**config.mk**
```make
export PLATFORM = sky130hd
export DESIGN_NAME = media_port_regs
export DESIGN_NICKNAME = d
export VERILOG_FILES = /design/src/verilog/media_port_pkg.sv /design/src/verilog/pin_sync_if.sv /design/src/verilog/media_port_regs.sv /design/src/verilog/pin_sync.sv
export SDC_FILE = /design/constraint.sdc
export NUM_CORES = 1
export LEC_CHECK = 0
export BUFFER_PORTS_ARGS = -buffer_cell sky130_fd_sc_hd__buf_4
export CAP_MARGIN = 20
export CORE_ASPECT_RATIO = 1.4
export CORE_MARGIN = 5
export CORE_UTILIZATION = 50
export CTS_BUF_LIST = sky130_fd_sc_hd__clkbuf_16
export DETAILED_ROUTE_END_ITERATION = 10
export PLACE_DENSITY = 0.9
export SLEW_MARGIN = 5
export SYNTH_ARGS = -nofsm -noshare
export SYNTH_HDL_FRONTEND = slang
export SYNTH_SLANG_ARGS = --single-unit
```
**constraint.sdc**
```tcl
create_clock -name aclk -period 2.4 [get_ports aclk]
set_input_delay 0.24 -clock aclk [delete_from_list [all_inputs] [get_ports aclk]]
set_output_delay 0.24 -clock aclk [all_outputs]
set_load 0.02 [all_outputs]
```
**src/verilog/media_port_pkg.sv**
```systemverilog
// Package for the media select and printer port register bank.
// Assumes a single 100 MHz core clock and a 32-bit AXI4-Lite register bus.
package media_port_pkg;

  // Register byte offsets; five of the printed offsets are not word aligned,
  // so each printed offset is kept as an index and the byte address is 4x.
  localparam logic [7:0] IDX_INPUT_OUTPUT = 8'h17;
  localparam logic [7:0] IDX_PRN_DATA     = 8'h18;
  localparam logic [7:0] IDX_PRN_STATUS   = 8'h19;
  localparam logic [7:0] IDX_PRN_COMMAND  = 8'h1a;
  localparam logic [7:0] IDX_IRQ_STATUS   = 8'h20;
  localparam logic [7:0] IDX_IRQ_ENABLE   = 8'h21;
  localparam logic [7:0] IDX_IRQ_CLEAR    = 8'h22;
  localparam int         ADDR_W           = 10;

  // Field positions of the input status register.
  localparam int GI_IN2   = 6;
  localparam int GI_IN1   = 5;
  localparam int GI_IN0   = 4;
  localparam int GI_SPEED = 2;
  localparam int GI_DUPLX = 1;
  localparam int GI_LINK  = 0;

  // Field positions of the output and media control register.
  localparam int OC_PWRDN = 6;
  localparam int OC_MEDIA = 5;
  localparam int OC_PRIO  = 4;
  localparam int OC_GENERAL_OUTPUT_0_N  = 0;

  // Field positions of the printer status and command registers.
  localparam int PS_BUSY_N = 7;
  localparam int PS_ACK    = 6;
  localparam int PS_NOMED  = 5;
  localparam int PS_ONLINE = 4;
  localparam int PS_ERR    = 3;
  localparam int PC_DRV_N  = 5;
  localparam int PC_PRINTER_INTERRUPT_ENABLE  = 4;
  localparam int PC_CHOOSE = 3;
  localparam int PC_INIT_N = 2;
  localparam int PC_AFEED  = 1;
  localparam int PC_LATCH  = 0;

  // Reset values.
  localparam logic [7:0] OC_RESET  = 8'h00;
  localparam logic [7:0] PD_RESET  = 8'h00;
  localparam logic [7:0] PC_RESET  = 8'h24;
  localparam logic [3:0] IRQ_RESET = 4'h0;

  // Interrupt event bits.
  localparam int EV_LINK = 0;
  localparam int EV_ACK  = 1;
  localparam int EV_ERR  = 2;
  localparam int EV_NOMED = 3;

  // AXI response codes.
  localparam logic [1:0] RESP_OKAY   = 2'h0;
  localparam logic [1:0] RESP_SLVERR = 2'h2;

endpackage

```
**src/verilog/pin_sync_if.sv**
```systemverilog
// Interface carrying raw and synchronised status pins to the bank.
// Assumes all pins are asynchronous to aclk.
`timescale 1ns/1ps
`default_nettype none
interface pin_sync_if;
  logic [10:0] raw;
  logic [10:0] synced;
  modport syncer (input raw, output synced);
  modport user (output raw, input synced);
endinterface
`default_nettype wire

```
**src/verilog/media_port_regs.sv**
```systemverilog
// Media select, general purpose pins and printer port registers on AXI4-Lite.
// Assumes pins are asynchronous; status pins are sampled through pin_sync, data lines through their own two-flop stage.
//
// Overview of operation
// - Input status bits 6..4 show general inputs 2, 1, 0.
// - Input status bit 2 shows internal PHY speed, one for 100Mbps.
// - Input status bit 1 shows internal PHY duplex, one for full.
// - Input status bit 0 shows internal PHY link, one when up.
// - Control bit 6 powers down internal PHY and MAC; reset zero.
// - With priority bit set, media bit picks internal (0) or external (1).
// - Control bit 0 drives general output 0 inverted; resets zero.
// - Printer data resets as input; drives lines only while enable is zero.
// - Printer status bit 7 reads the inverted busy pin.
// - Printer status bit 6 reads the acknowledge pin unchanged.
// - Status bits 5..3 read paper-out, selected and error pins unchanged.
// - Command bit 5 is active-low data drive enable, resetting to one.
// - Command bit 4 stores interrupt enable but raises no printer interrupt.
// - Command bit 3 selects printer; select-in pin carries it inverted.
// - Command bit 2 is active-low initialise; pin carries it unchanged.
// - Command bit 1 requests auto feed; pin carries it inverted.
// - Software pulses command bit 0 low-high-low; strobe pin is inverted.
`timescale 1ns/1ps
`default_nettype none
module media_port_regs
  import media_port_pkg::*;
(
  // Clock and reset.
  input  wire logic              aclk,
  input  wire logic              aresetn,
  // AXI4-Lite write address and data.
  input  wire logic [ADDR_W-1:0] s_axi_awaddr,
  input  wire logic              s_axi_awvalid,
  output logic                   s_axi_awready,
  input  wire logic [31:0]       s_axi_wdata,
  input  wire logic [3:0]        s_axi_wstrb,
  input  wire logic              s_axi_wvalid,
  output logic                   s_axi_wready,
  // AXI4-Lite write response.
  output logic [1:0]             s_axi_bresp,
  output logic                   s_axi_bvalid,
  input  wire logic              s_axi_bready,
  // AXI4-Lite read.
  input  wire logic [ADDR_W-1:0] s_axi_araddr,
  input  wire logic              s_axi_arvalid,
  output logic                   s_axi_arready,
  output logic [31:0]            s_axi_rdata,
  output logic [1:0]             s_axi_rresp,
  output logic                   s_axi_rvalid,
  input  wire logic              s_axi_rready,
  // General inputs and internal PHY status.
  input  wire logic [2:0]        general_input,
  input  wire logic              internal_phy_speed_flag,
  input  wire logic              internal_phy_duplex_flag,
  input  wire logic              internal_phy_link,
  // Media and power control.
  output logic                   phy_powerdown_control,
  output logic                   external_media_selected,
  output logic                   general_output_0_n,
  // Printer data lines: input and output per pin, one shared active-low enable.
  input  wire logic [7:0]        printer_byte_lines_in,
  output logic [7:0]             printer_byte_lines_out,
  output logic                   printer_byte_lines_oe_n,
  // Printer status pins.
  input  wire logic              printer_busy,
  input  wire logic              printer_ack_n,
  input  wire logic              printer_no_media,
  input  wire logic              printer_online,
  input  wire logic              printer_error_n,
  // Printer control pins.
  output logic                   printer_choose_pin_n,
  output logic                   printer_init_pin_n,
  output logic                   printer_autofeed_pin_n,
  output logic                   printer_latch_pin_n,
  // Interrupt.
  output logic                   irq
);
  typedef struct packed {
    logic        aw_held;
    logic [7:0]  aw_idx;
    logic        w_held;
    logic [31:0] w_data;
    logic [3:0]  w_printer_latch_pin_n;
    logic        bvalid;
    logic [1:0]  bresp;
    logic        rvalid;
    logic [1:0]  rresp;
    logic [31:0] rdata;
    logic [7:0]  ctrl;
    logic [7:0]  pdata;
    logic [7:0]  pcmd;
    logic [3:0]  irq_status;
    logic [3:0]  irq_enable;
    logic [3:0]  prev_ev;
  } regs_state_t;

  regs_state_t state_reg;
  regs_state_t state_next;
  pin_sync_if  pins ();
  logic [7:0]  gi_view;
  logic [7:0]  ps_view;
  logic [3:0]  ev_now;
  logic        wr_fire;
  logic [7:0]  data_meta_reg;
  logic [7:0]  pins_data_sync;

  // Word index from a byte address; the low two bits are dropped.
  function automatic logic [7:0] word_idx(input logic [ADDR_W-1:0] a);
    return a[ADDR_W-1:2];
  endfunction

  // Whether an index names a mapped register for the given direction.
  function automatic logic mapped(input logic [7:0] i, input logic is_wr);
    case (i)
      IDX_INPUT_OUTPUT, IDX_PRN_DATA, IDX_PRN_COMMAND, IDX_IRQ_ENABLE: return 1'b1;
      IDX_PRN_STATUS, IDX_IRQ_STATUS: return !is_wr;
      IDX_IRQ_CLEAR: return is_wr;
      default: return 1'b0;
    endcase
  endfunction

  // Pin bundle into the synchroniser.
  assign pins.raw = {general_input, internal_phy_speed_flag, internal_phy_duplex_flag,
                     internal_phy_link, printer_busy, printer_ack_n, printer_no_media,
                     printer_online, printer_error_n};

  pin_sync u_sync (
    .aclk    (aclk),
    .aresetn (aresetn),
    .pins    (pins)
  );

  // Read views of the pin-driven registers.
  always_comb begin
    gi_view           = 8'h00;
    gi_view[GI_IN2]   = pins.synced[10];
    gi_view[GI_IN1]   = pins.synced[9];
    gi_view[GI_IN0]   = pins.synced[8];
    gi_view[GI_SPEED] = pins.synced[7];
    gi_view[GI_DUPLX] = pins.synced[6];
    gi_view[GI_LINK]  = pins.synced[5];
    ps_view            = 8'h00;
    ps_view[PS_BUSY_N] = !pins.synced[4];
    ps_view[PS_ACK]    = pins.synced[3];
    ps_view[PS_NOMED]  = pins.synced[2];
    ps_view[PS_ONLINE] = pins.synced[1];
    ps_view[PS_ERR]    = pins.synced[0];
  end

  // Events: link lost, acknowledge fell, error fell, paper ran out.
  assign ev_now  = {pins.synced[2], !pins.synced[0], !pins.synced[3], !pins.synced[5]};
  assign wr_fire = state_reg.aw_held && state_reg.w_held && !state_reg.bvalid;

  // Bus handshakes, register writes, reads and interrupt status.
  always_comb begin
    logic [3:0] rise;
    logic [7:0] ri;
    logic [7:0] wb;
    rise       = '0;
    ri         = '0;
    wb         = '0;
    state_next = state_reg;
    if (s_axi_awvalid && !state_reg.aw_held) begin
      state_next.aw_held = 1'b1;
      state_next.aw_idx  = word_idx(s_axi_awaddr);
    end
    if (s_axi_wvalid && !state_reg.w_held) begin
      state_next.w_held = 1'b1;
      state_next.w_data = s_axi_wdata;
      state_next.w_printer_latch_pin_n = s_axi_wstrb;
    end
    if (wr_fire) begin
      state_next.aw_held = 1'b0;
      state_next.w_held  = 1'b0;
      state_next.bvalid  = 1'b1;
      state_next.bresp   = mapped(state_reg.aw_idx, 1'b1) ? RESP_OKAY : RESP_SLVERR;
      wb = state_reg.w_data[7:0];
      if (state_reg.w_printer_latch_pin_n[0]) begin
        unique case (state_reg.aw_idx)
          IDX_INPUT_OUTPUT: state_next.ctrl = wb & 8'h71;
          IDX_PRN_DATA:     state_next.pdata = wb;
          IDX_PRN_COMMAND:  state_next.pcmd = wb & 8'h3f;
          IDX_IRQ_ENABLE:   state_next.irq_enable = wb[3:0];
          default: ;
        endcase
      end
    end
    if (state_reg.bvalid && s_axi_bready) begin
      state_next.bvalid = 1'b0;
    end
    if (s_axi_arvalid && !state_reg.rvalid) begin
      ri = word_idx(s_axi_araddr);
      state_next.rvalid = 1'b1;
      state_next.rresp  = mapped(ri, 1'b0) ? RESP_OKAY : RESP_SLVERR;
      unique case (ri)
        IDX_INPUT_OUTPUT: state_next.rdata = {24'h00_0000, gi_view};
        IDX_PRN_DATA:     state_next.rdata = {24'h00_0000, state_reg.pcmd[PC_DRV_N] ?
                                              pins_data_sync : state_reg.pdata};
        IDX_PRN_STATUS:   state_next.rdata = {24'h00_0000, ps_view};
        IDX_PRN_COMMAND:  state_next.rdata = {24'h00_0000, state_reg.pcmd};
        IDX_IRQ_STATUS:   state_next.rdata = {28'h000_0000, state_reg.irq_status};
        IDX_IRQ_ENABLE:   state_next.rdata = {28'h000_0000, state_reg.irq_enable};
        default:          state_next.rdata = 32'h0000_0000;
      endcase
    end else if (state_reg.rvalid && s_axi_rready) begin
      state_next.rvalid = 1'b0;
    end
    // Sticky events; a new event wins over a same-cycle clear.
    rise = ev_now & ~state_reg.prev_ev;
    state_next.prev_ev = ev_now;
    if (wr_fire && state_reg.aw_idx == IDX_IRQ_CLEAR && state_reg.w_printer_latch_pin_n[0]) begin
      state_next.irq_status = state_reg.irq_status & ~state_reg.w_data[3:0];
    end
    state_next.irq_status = state_next.irq_status | rise;
  end

  // Printer data lines sampled through their own two-flop stage.
  always_ff @(posedge aclk) begin
    if (!aresetn) begin
      data_meta_reg  <= 8'h00;
      pins_data_sync <= 8'h00;
    end else begin
      data_meta_reg  <= printer_byte_lines_in;
      pins_data_sync <= data_meta_reg;
    end
  end

  // Registers the whole state.
  always_ff @(posedge aclk) begin
    if (!aresetn) begin
      state_reg            <= '0;
      state_reg.ctrl       <= OC_RESET;
      state_reg.pdata      <= PD_RESET;
      state_reg.pcmd       <= PC_RESET;
      state_reg.irq_status <= IRQ_RESET;
      state_reg.irq_enable <= IRQ_RESET;
      state_reg.prev_ev    <= 4'hf;
    end else begin
      state_reg <= state_next;
    end
  end

  // Bus outputs.
  assign s_axi_awready = !state_reg.aw_held;
  assign s_axi_wready  = !state_reg.w_held;
  assign s_axi_bvalid  = state_reg.bvalid;
  assign s_axi_bresp   = state_reg.bresp;
  assign s_axi_arready = !state_reg.rvalid;
  assign s_axi_rvalid  = state_reg.rvalid;
  assign s_axi_rresp   = state_reg.rresp;
  assign s_axi_rdata   = state_reg.rdata;

  // Media choice from the control register when priority is set, else from link and general input 0; power control from the register.
  assign phy_powerdown_control = state_reg.ctrl[OC_PWRDN];
  assign external_media_selected = state_reg.ctrl[OC_PRIO] ? state_reg.ctrl[OC_MEDIA]
                                   : (!pins.synced[5] && !pins.synced[8]);
  assign general_output_0_n = !state_reg.ctrl[OC_GENERAL_OUTPUT_0_N];

  // Printer pins; the interrupt enable bit feeds only the command register read-back.
  assign printer_byte_lines_out  = state_reg.pdata;
  assign printer_byte_lines_oe_n = state_reg.pcmd[PC_DRV_N];
  assign printer_choose_pin_n    = !state_reg.pcmd[PC_CHOOSE];
  assign printer_init_pin_n      = state_reg.pcmd[PC_INIT_N];
  assign printer_autofeed_pin_n  = !state_reg.pcmd[PC_AFEED];
  assign printer_latch_pin_n     = !state_reg.pcmd[PC_LATCH];
  assign irq = |(state_reg.irq_status & state_reg.irq_enable);

  // Checks of the register bank behaviour.
  gpo_invert_a: assert property (@(posedge aclk) disable iff (!aresetn)
    general_output_0_n == !state_reg.ctrl[OC_GENERAL_OUTPUT_0_N]) else $error("gpo not inverted");
  pwrdn_write_a: assert property (@(posedge aclk) disable iff (!aresetn)
    wr_fire && state_reg.aw_idx == IDX_INPUT_OUTPUT && state_reg.w_printer_latch_pin_n[0]
    |=> phy_powerdown_control == $past(state_reg.w_data[OC_PWRDN]))
    else $error("powerdown not written");
  media_prog_a: assert property (@(posedge aclk) disable iff (!aresetn)
    state_reg.ctrl[OC_PRIO] |-> external_media_selected == state_reg.ctrl[OC_MEDIA])
    else $error("program media ignored");
  media_auto_a: assert property (@(posedge aclk) disable iff (!aresetn)
    !state_reg.ctrl[OC_PRIO] && pins.synced[5] |-> !external_media_selected)
    else $error("link up must keep internal");
  drive_en_a: assert property (@(posedge aclk) disable iff (!aresetn)
    $rose(state_reg.rvalid) && $past(word_idx(s_axi_araddr)) == IDX_PRN_COMMAND
    |-> s_axi_rdata[PC_DRV_N] == printer_byte_lines_oe_n) else $error("enable mismatch");
  busy_read_a: assert property (@(posedge aclk) disable iff (!aresetn)
    $rose(state_reg.rvalid) && $past(word_idx(s_axi_araddr)) == IDX_PRN_STATUS
    |-> s_axi_rdata[PS_BUSY_N] == $past(!pins.synced[4])) else $error("busy not inverted");
  link_read_a: assert property (@(posedge aclk) disable iff (!aresetn)
    $rose(state_reg.rvalid) && $past(word_idx(s_axi_araddr)) == IDX_INPUT_OUTPUT
    |-> s_axi_rdata[GI_LINK] == $past(pins.synced[5])) else $error("link bit wrong");
  strobe_pin_a: assert property (@(posedge aclk) disable iff (!aresetn)
    $rose(state_reg.pcmd[PC_LATCH]) |-> !printer_latch_pin_n) else $error("strobe polarity");
  irq_level_a: assert property (@(posedge aclk) disable iff (!aresetn)
    irq |-> ##0 |(state_reg.irq_status & state_reg.irq_enable)) else $error("irq spurious");
  // Accepted command and control writes reach the select-in, initialise, autofeed, strobe and general output pins with the stated polarity.
  choose_write_a: assert property (@(posedge aclk) disable iff (!aresetn)
    wr_fire && state_reg.aw_idx == IDX_PRN_COMMAND && state_reg.w_printer_latch_pin_n[0]
    |=> printer_choose_pin_n == !$past(state_reg.w_data[PC_CHOOSE]))
    else $error("select-in pin not inverted");
  init_write_a: assert property (@(posedge aclk) disable iff (!aresetn)
    wr_fire && state_reg.aw_idx == IDX_PRN_COMMAND && state_reg.w_printer_latch_pin_n[0]
    |=> printer_init_pin_n == $past(state_reg.w_data[PC_INIT_N]))
    else $error("initialise pin polarity wrong");
  afeed_write_a: assert property (@(posedge aclk) disable iff (!aresetn)
    wr_fire && state_reg.aw_idx == IDX_PRN_COMMAND && state_reg.w_printer_latch_pin_n[0]
    |=> printer_autofeed_pin_n == !$past(state_reg.w_data[PC_AFEED]))
    else $error("autofeed pin not inverted");
  latch_write_a: assert property (@(posedge aclk) disable iff (!aresetn)
    wr_fire && state_reg.aw_idx == IDX_PRN_COMMAND && state_reg.w_printer_latch_pin_n[0]
    |=> printer_latch_pin_n == !$past(state_reg.w_data[PC_LATCH]))
    else $error("strobe pin not inverted");
  gpo_write_a: assert property (@(posedge aclk) disable iff (!aresetn)
    wr_fire && state_reg.aw_idx == IDX_INPUT_OUTPUT && state_reg.w_printer_latch_pin_n[0]
    |=> general_output_0_n == !$past(state_reg.w_data[OC_GENERAL_OUTPUT_0_N]))
    else $error("general output not inverted");
  // Read words carry the pin levels of the cycle in which the read was taken.
  gi_read_a: assert property (@(posedge aclk) disable iff (!aresetn)
    $rose(state_reg.rvalid) && $past(word_idx(s_axi_araddr)) == IDX_INPUT_OUTPUT
    |-> s_axi_rdata[7:0] == {1'b0, $past(pins.synced[10:8]), 1'b0, $past(pins.synced[7:5])})
    else $error("input status word wrong");
  status_read_a: assert property (@(posedge aclk) disable iff (!aresetn)
    $rose(state_reg.rvalid) && $past(word_idx(s_axi_araddr)) == IDX_PRN_STATUS
    |-> s_axi_rdata[6:0] == {$past(pins.synced[3:0]), 3'b000})
    else $error("printer status pins wrong");
  data_in_a: assert property (@(posedge aclk) disable iff (!aresetn)
    $rose(state_reg.rvalid) && $past(word_idx(s_axi_araddr)) == IDX_PRN_DATA
    && $past(state_reg.pcmd[PC_DRV_N]) |-> s_axi_rdata[7:0] == $past(pins_data_sync))
    else $error("input mode data wrong");
  irq_printer_a: assert property (@(posedge aclk) disable iff (!aresetn)
    $changed(state_reg.pcmd[PC_PRINTER_INTERRUPT_ENABLE]) && $stable(state_reg.irq_status & state_reg.irq_enable)
    |-> $stable(irq))
    else $error("printer interrupt enable acted");
  refused_write_a: assert property (@(posedge aclk) disable iff (!aresetn)
    wr_fire && !mapped(state_reg.aw_idx, 1'b1)
    |=> s_axi_bvalid && s_axi_bresp == RESP_SLVERR)
    else $error("refused write not flagged");
  sticky_set_a: assert property (@(posedge aclk) disable iff (!aresetn)
    ev_now[EV_NOMED] && !state_reg.prev_ev[EV_NOMED]
    |=> state_reg.irq_status[EV_NOMED])
    else $error("paper event not latched");
  strobe_cov: cover property (@(posedge aclk) $fell(printer_latch_pin_n));
  irq_cov: cover property (@(posedge aclk) $rose(irq));
  write_cov: cover property (@(posedge aclk) wr_fire ##1 s_axi_bvalid);
  read_cov: cover property (@(posedge aclk) s_axi_rvalid && s_axi_rready);
  drive_cov: cover property (@(posedge aclk) $fell(printer_byte_lines_oe_n));
endmodule // media_port_regs
`default_nettype wire

```
**src/verilog/pin_sync.sv**
```systemverilog
// Two-flop synchroniser for the asynchronous status pins.
// Assumes one clock aclk with synchronous active-low reset.
`timescale 1ns/1ps
`default_nettype none
module pin_sync
  import media_port_pkg::*;
(
  // Clock and reset.
  input  wire logic aclk,
  input  wire logic aresetn,
  // Pin bundle.
  pin_sync_if.syncer pins
);
  typedef struct packed {
    logic [10:0] meta;
    logic [10:0] stable;
  } sync_state_t;

  sync_state_t state_reg;
  sync_state_t state_next;

  // The first stage only feeds the second stage.
  always_comb begin
    state_next        = state_reg;
    state_next.meta   = pins.raw;
    state_next.stable = state_reg.meta;
  end

  // Registers the state, clearing it on reset.
  always_ff @(posedge aclk) begin
    if (!aresetn) begin
      state_reg <= '0;
    end else begin
      state_reg <= state_next;
    end
  end

  assign pins.synced = state_reg.stable;
endmodule // pin_sync
`default_nettype wire

```
==> results of run 1 <==
-- kinds of logic (layout without fill, tap and decap cells) --
logic type             Yosys count  count (layout)  synth area share
AO/OA/AOI/OAI                   64              64           0.09905
AND/OR/NAND/NOR                160             160            0.2107
buffers and inverters           72             111            0.1080
multiplexers                    37              37           0.09256
flip-flops                      99              99            0.4887
other                            1              26         0.0009248
-- through the flow --
| stage | util | hold slack (ns) | total power [mW] |
|---|---|---|---|
| 4_1_cts | 0.5970 | 0.07327 | 3.505 |
| 3_5_place_dp | 0.5607 | 0.3872 | 2.111 |
| 6_report | 0.5970 | 0.07863 | 3.490 |
| 2_1_floorplan | - | 0.3390 | 2.021 |
| 5_1_grt | 0.5970 | 0.07173 | 3.627 |
| 3_3_place_gp | 0.5607 | 0.3851 | 2.098 |
-- path summary, 6_finish.rpt --
kind,start,to,cells after the start
max,state_reg[116],s_axi_bresp[1],4
min,s_axi_rready,s_axi_rvalid,2
max reg2reg,state_reg[116],s_axi_bresp[1],4
min reg2reg,u_sync.pins.synced[0],state_reg[2],1
-- cell usage in the layout (no fill, tap or decap), types with 2 or more instances in the layout --
master     count
nand3_1        9
nor2b_1        7
clkbuf_16      9
a221oi_1       4
a31oi_1        3
and2_1        39
a21boi_0       4
or3_1          2
inv_1         10
nor3b_1        2
a22oi_1        2
and4b_1        2
nand2_1       37
conb_1        26
buf_4         85
mux2_2         4
mux2i_1       33
nor2_1        38
clkinv_1       3
a21oi_1       22
nand4_1        2
inv_6          2
o21ai_0       14
nand2b_1       4
or3_4          2
dfxtp_1       99
nor3_1         5
a32oi_1        4
or4b_1         2
o21a_1         5
-- routing by layer --
metal	wire, um	vias to the layer above
li1	-	1521
met1	3304	1477
met2	4955	130
met3	608	33
met4	421	0
met5	0	-
-- cell type report --
type | count | area [um^2]
clock buffers | 9 | 225.2
clock inverters | 7 | 67.56
fillers | 643 | 3244
inverters | 10 | 37.54
multi-input cells | 287 | 1729
flip-flops and latches | 99 | 1982
well taps | 102 | 127.6
repair buffers | 85 | 638.1
-- power groups by stage --
stage / Sequential (mW) / Combinational (mW) / Clock, mW
CTS: 1.75 / 0.325 / 1.43
finish: 1.75 / 0.325 / 1.41
floorplan: 1.78 / 0.245 / 0
global route: 1.76 / 0.356 / 1.51
global placement: 1.79 / 0.312 / 0
detailed placement: 1.79 / 0.321 / 0
==> flow_metrics.env, run 1 <==
export IMPL_row_count=39
export IMPL_dieArea_um2=10040
export IMPL_drtIter0Drc=325
export IMPL_tns_ns=0
export IMPL_drc=0
export IMPL_cts_resized=0
export IMPL_synth_top_area_frac=0.4887
export IMPL_top_usage_layer="met2"
export IMPL_yosys_warnings=0
export IMPL_grt_antenna_before_repair=0
export IMPL_r2r_slack_ns=0.61
export IMPL_worst_pin_slew_ns=0.8890
export IMPL_yosys_top_cells_area="dfxtp_1 (49%), buf_4 (8.1%), mux2i_1 (8.1%), and2_1 (6.0%), nor2_1 (3.5%)"
export IMPL_dp_hpwl_um=6714
export IMPL_postPlaceCellArea_um2=4514
export IMPL_status="finished clean"
export IMPL_p_sw_mw=0.8323
export IMPL_cp_end_kind="register"
export IMPL_rsz0062_at_grt="no"
export IMPL_post_route_min_period_ns=1.794
export IMPL_crit_arrival_ns=2.02
export IMPL_crit_type="register to register"
export IMPL_drv_slew=0
export IMPL_clock_path_buffers=2
export IMPL_crit_required_ns=2.62
export IMPL_layout_drive_gt1_share=0.2193
export IMPL_cp_start_kind="register"
export IMPL_synthTopCellsByCount="dfxtp_1 (99), buf_4 (44), and2_1 (39)"
export IMPL_clock_sinks=99
export IMPL_grt_max_degree=57
export IMPL_met3_usage=0.04728
export IMPL_holdBufCountCts=0
export IMPL_p_comb_frac=0.093
export IMPL_seq_area_frac_synth=0.4887
export IMPL_clockPowerShare=0.404
export IMPL_ios=140
export IMPL_synth_edff_count=0
export IMPL_timing_final_crit_share=0.7476
export IMPL_viasPerCell=5.277
export IMPL_cts_root_buf="clkbuf_16"
export IMPL_routedWlPerCell_um=15.51
export IMPL_max_stage_delay_ns=0.41
export IMPL_netlist_instances=433
export IMPL_synth_most_common_cell="dfxtp_1"
export IMPL_clk_insertion_delay_late_ns=0.34
export IMPL_seqPwrFrac=0.503
export IMPL_leakage_nw=2.182
export IMPL_core_area_um2=8051
export IMPL_final_cell_area_um2=4807
export IMPL_path_cells="or3b_1 > or3_4 > and3_4 > o311a_1"
export IMPL_yosys_area_top_type="dfxtp_1"
export IMPL_hold_violations=0
export IMPL_path_delay_family="simple AND/OR/NAND/NOR gates"
export IMPL_power_density_nw_per_um2=726.1
export IMPL_die_y_um=116.6
export IMPL_dr_pass1_iters=6
export IMPL_yosysUniqueCellTypes=46
export IMPL_setup_violations=0
export IMPL_p_sw_frac=0.2385
export IMPL_crit_slowest_cell="or3b_1"
export IMPL_grt_use_met1=0.1934
export IMPL_cts_setup_buffers=0
export IMPL_n_antenna_cell=0
export IMPL_place_inst=583
export IMPL_p_int_mw=2.658
export IMPL_dieWidth_um=86.11
export IMPL_hp_class="primary input to register"
export IMPL_gp_congestion=0.8408
export IMPL_cts_made_buffers=9
export IMPL_fin_ws_ns=0.6057
export IMPL_synth_area_per_cell_um2=9.365
export IMPL_crit_fanout=5
export IMPL_skew_ns=0.006378
export IMPL_grt_pass1_wl_um=14770
export IMPL_cts_tree="done"
export IMPL_gr_total_overflow=0
export IMPL_max_freq_mhz=557.3
export IMPL_layout_cells_non_filler=599
export IMPL_area_delta_synth_final_pct=18.54
export IMPL_largest_reg_flops=38
export IMPL_h_tree_depth=3
export IMPL_relSlewSlack=0.4061
export IMPL_synth_area_um2=4055
export IMPL_place_ws_ns=0.6299
export IMPL_ir_drop_v=0.0005168
export IMPL_synth_async_reset_ratio=0
export IMPL_yosys_most_used_dff="dfxtp_1"
export IMPL_crit_buf_inv=0
export IMPL_cap_violations=0
export IMPL_start_util=0.5037
export IMPL_ant_nets=0
export IMPL_port_buffers=82
export IMPL_path_clk_slew_ns=0.07
export IMPL_grt_pass1_vias=3119
export IMPL_grt_use_met2=0.3387
export IMPL_grtUsageTotal=0.1882
export IMPL_num_nets_final=574
export IMPL_vias=3161
export IMPL_ys_ff_latch=99
export IMPL_drt_wl_total_um=9289
No activity file was read; power rests on OpenSTA's default activity.
==> inputs of run 2 (changes only) <==
Settings changed: CORE_UTILIZATION 50 to 45, PLACE_DENSITY 0.9 to 0.86.
Clock period 2.4 ns to 1.6 ns, I/O delays scaled along.
==> run 2 against run 1 <==
  * The run now ends with negative setup slack left
  * Clock power is 49% higher
  * Utilization is 3.3 points lower
  * Combinational power rose by 67%
  * Hold slack worse by 0.055 ns
  * Via count rose by 1.2%
  * Clock-buffer cell count unchanged
  * Die area is 10% higher
  * Non-clock buffer count is 24 higher
  * Sequential power is 50% higher
  * Flip-flop and latch count is the same
  * Clock skew is 0.0019 ns higher
  * Fmax is 8.9% higher
  * Critical endpoint unchanged
  * Largest power group unchanged
==> flow_metrics.env, run 2 (same netlist as run 1, synthesis figures left out) <==
export IMPL_drv_slew=0
export IMPL_clk_insertion_delay_late_ns=0.34
export IMPL_drc=0
export IMPL_hold_violations=0
export IMPL_crit_arrival_ns=1.88
export IMPL_ios=140
export IMPL_port_buffers=82
export IMPL_ir_drop_v=0.001057
export IMPL_max_freq_mhz=607.1
export IMPL_ant_nets=0
export IMPL_cap_violations=0
export IMPL_power_density_nw_per_um2=1047
export IMPL_violations="negative setup slack"
export IMPL_row_count=41
export IMPL_start_util=0.4543
export IMPL_layout_common_cells="buf_4 (106), dfxtp_1 (95), and2_1 (39)"
export IMPL_drtIter0Drc=246
export IMPL_area_delta_synth_final_pct=24.25
export IMPL_fin_ws_ns=-0.04719
export IMPL_skew_ns=0.008285
export IMPL_timing_final_crit_share=1.029
export IMPL_grt_pass1_wl_um=15390
export IMPL_core_area_um2=8926
export IMPL_num_nets_final=598
export IMPL_dp_hpwl_um=6970
export IMPL_cp_end_kind="register"
export IMPL_setup_violations=1
export IMPL_tns_ns=-0.04719
export IMPL_largest_reg_flops=38
export IMPL_gp_congestion=0.8122
export IMPL_vias=3198
export IMPL_h_tree_depth=3
export IMPL_leakage_nw=2.323
export IMPL_grt_antenna_before_repair=0
export IMPL_r2r_slack_ns=-0.05
export IMPL_layout_drive_gt1_share=0.2687
export IMPL_die_y_um=122.3
export IMPL_status="finished with violations"
export IMPL_grtUsageTotal=0.1729
export IMPL_power_mw=5.274
export IMPL_crit_fanout=2
export IMPL_clock_sinks=99
export IMPL_grt_pass1_vias=3244
export IMPL_cp_startpoint="state_reg[118]"
export IMPL_routedWlPerCell_um=15.06
export IMPL_fillCellCount=779
export IMPL_dieArea_um2=11040
export IMPL_hold_path_endpoint="data_meta_reg[1]"
export IMPL_rr_worst_depth=4
export IMPL_path_clk_slew_ns=0.06
export IMPL_dieWidth_um=90.23
export IMPL_cts_tree="done"
export IMPL_n_antenna_cell=0
export IMPL_post_route_min_period_ns=1.647
export IMPL_hold_start="printer_byte_lines_in[1]"
export IMPL_crit_type="register to register"
export IMPL_dr_pass1_iters=4
export IMPL_grt_max_degree=43
export IMPL_gr_total_overflow=0
export IMPL_cts_made_buffers=9
export IMPL_layout_cells_most_common="buf_4"
export IMPL_drt_wl_total_um=9457
export IMPL_crit_required_ns=1.83
export IMPL_cp_start_kind="register"
export IMPL_viasPerCell=5.092
export IMPL_hp_class="primary input to register"
export IMPL_cts_root_buf="clkbuf_16"
export IMPL_timing_rr_end="s_axi_bresp[1]"
export IMPL_rsz0062_at_grt="yes"
export IMPL_holdPathStages=2
export IMPL_reg2reg_from="state_reg[118]"
export IMPL_clock_path_buffers=2
run 2: area by class of cell:
cell class	instances	area, um^2	area share
sequential	99	1987	0.3943
multi-input combinational	287	1740	0.3454
timing repair buffer	109	845.8	0.1679
clock buffer	9	225.2	0.04470
tap	107	133.9	0.02657
clock inverter	7	68.82	0.01366
inverter	10	37.54	0.007450
run 2: how the worst max path moves through the flow:
stage	to	slack, ns	depth (start not counted)
2_1_floorplan	s_axi_bresp[1]	-0.07	4
3_3_place_gp	s_axi_bresp[1]	-0.05	4
3_5_place_dp	s_axi_bresp[1]	-0.07	4
4_1_cts	s_axi_bresp[1]	-0.05	4
5_1_grt	s_axi_bresp[1]	-0.07	4
6_report	s_axi_bresp[1]	-0.05	4
run 2: through the flow:
| step | setup WS [ns] | hold slack, ns | cell area (um^2) | instances | util |
|---|---|---|---|---|---|
| 2_1_floorplan | -0.07381 | 0.2590 | 4156 | 458 | - |
| 3_3_place_gp | -0.05025 | 0.3462 | 4716 | 610 | 0.5283 |
| 3_5_place_dp | -0.06696 | 0.3518 | 4716 | 610 | 0.5283 |
| 4_1_cts | -0.04529 | 0.01223 | 5022 | 627 | 0.5627 |
| 5_1_grt | -0.07006 | 0.01381 | 5039 | 628 | 0.5645 |
| 6_report | -0.04719 | 0.02338 | 5039 | 628 | 0.5645 |
run 2: repair_timing:
action / in CTS / in global routing
buffers inserted: 0 / 1
endpoints found under the hold margin: 1 / 0
gates resized for setup: 3 / 5
pin swaps: 4 / 2
hold buffers: 1 / 0
setup endpoints to repair: 2 / 9
run 2: where the power goes:
group	switching, mW	internal (mW)
logic	0.293	0.250
registers	0.0621	2.56
clock network	0.893	1.21
run 2: routing by layer:
| layer | GRT usage | wire [um] | up-vias |
|---|---|---|---|
| met5 | 0 | 0 | - |
| li1 | - | - | 1557 |
| met1 | 0.1814 | 3382 | 1506 |
| met3 | 0.04598 | 645 | 20 |
| met4 | 0.09870 | 324 | 0 |
| met2 | 0.3114 | 5105 | 115 |
run 2: worst max-delay path, stage by stage, from the launching register on:
cell and delay, ns:
dfxtp_2 0.32, or3_4 0.38, or3_4 0.38, and3_4 0.18, o311a_1 0.27
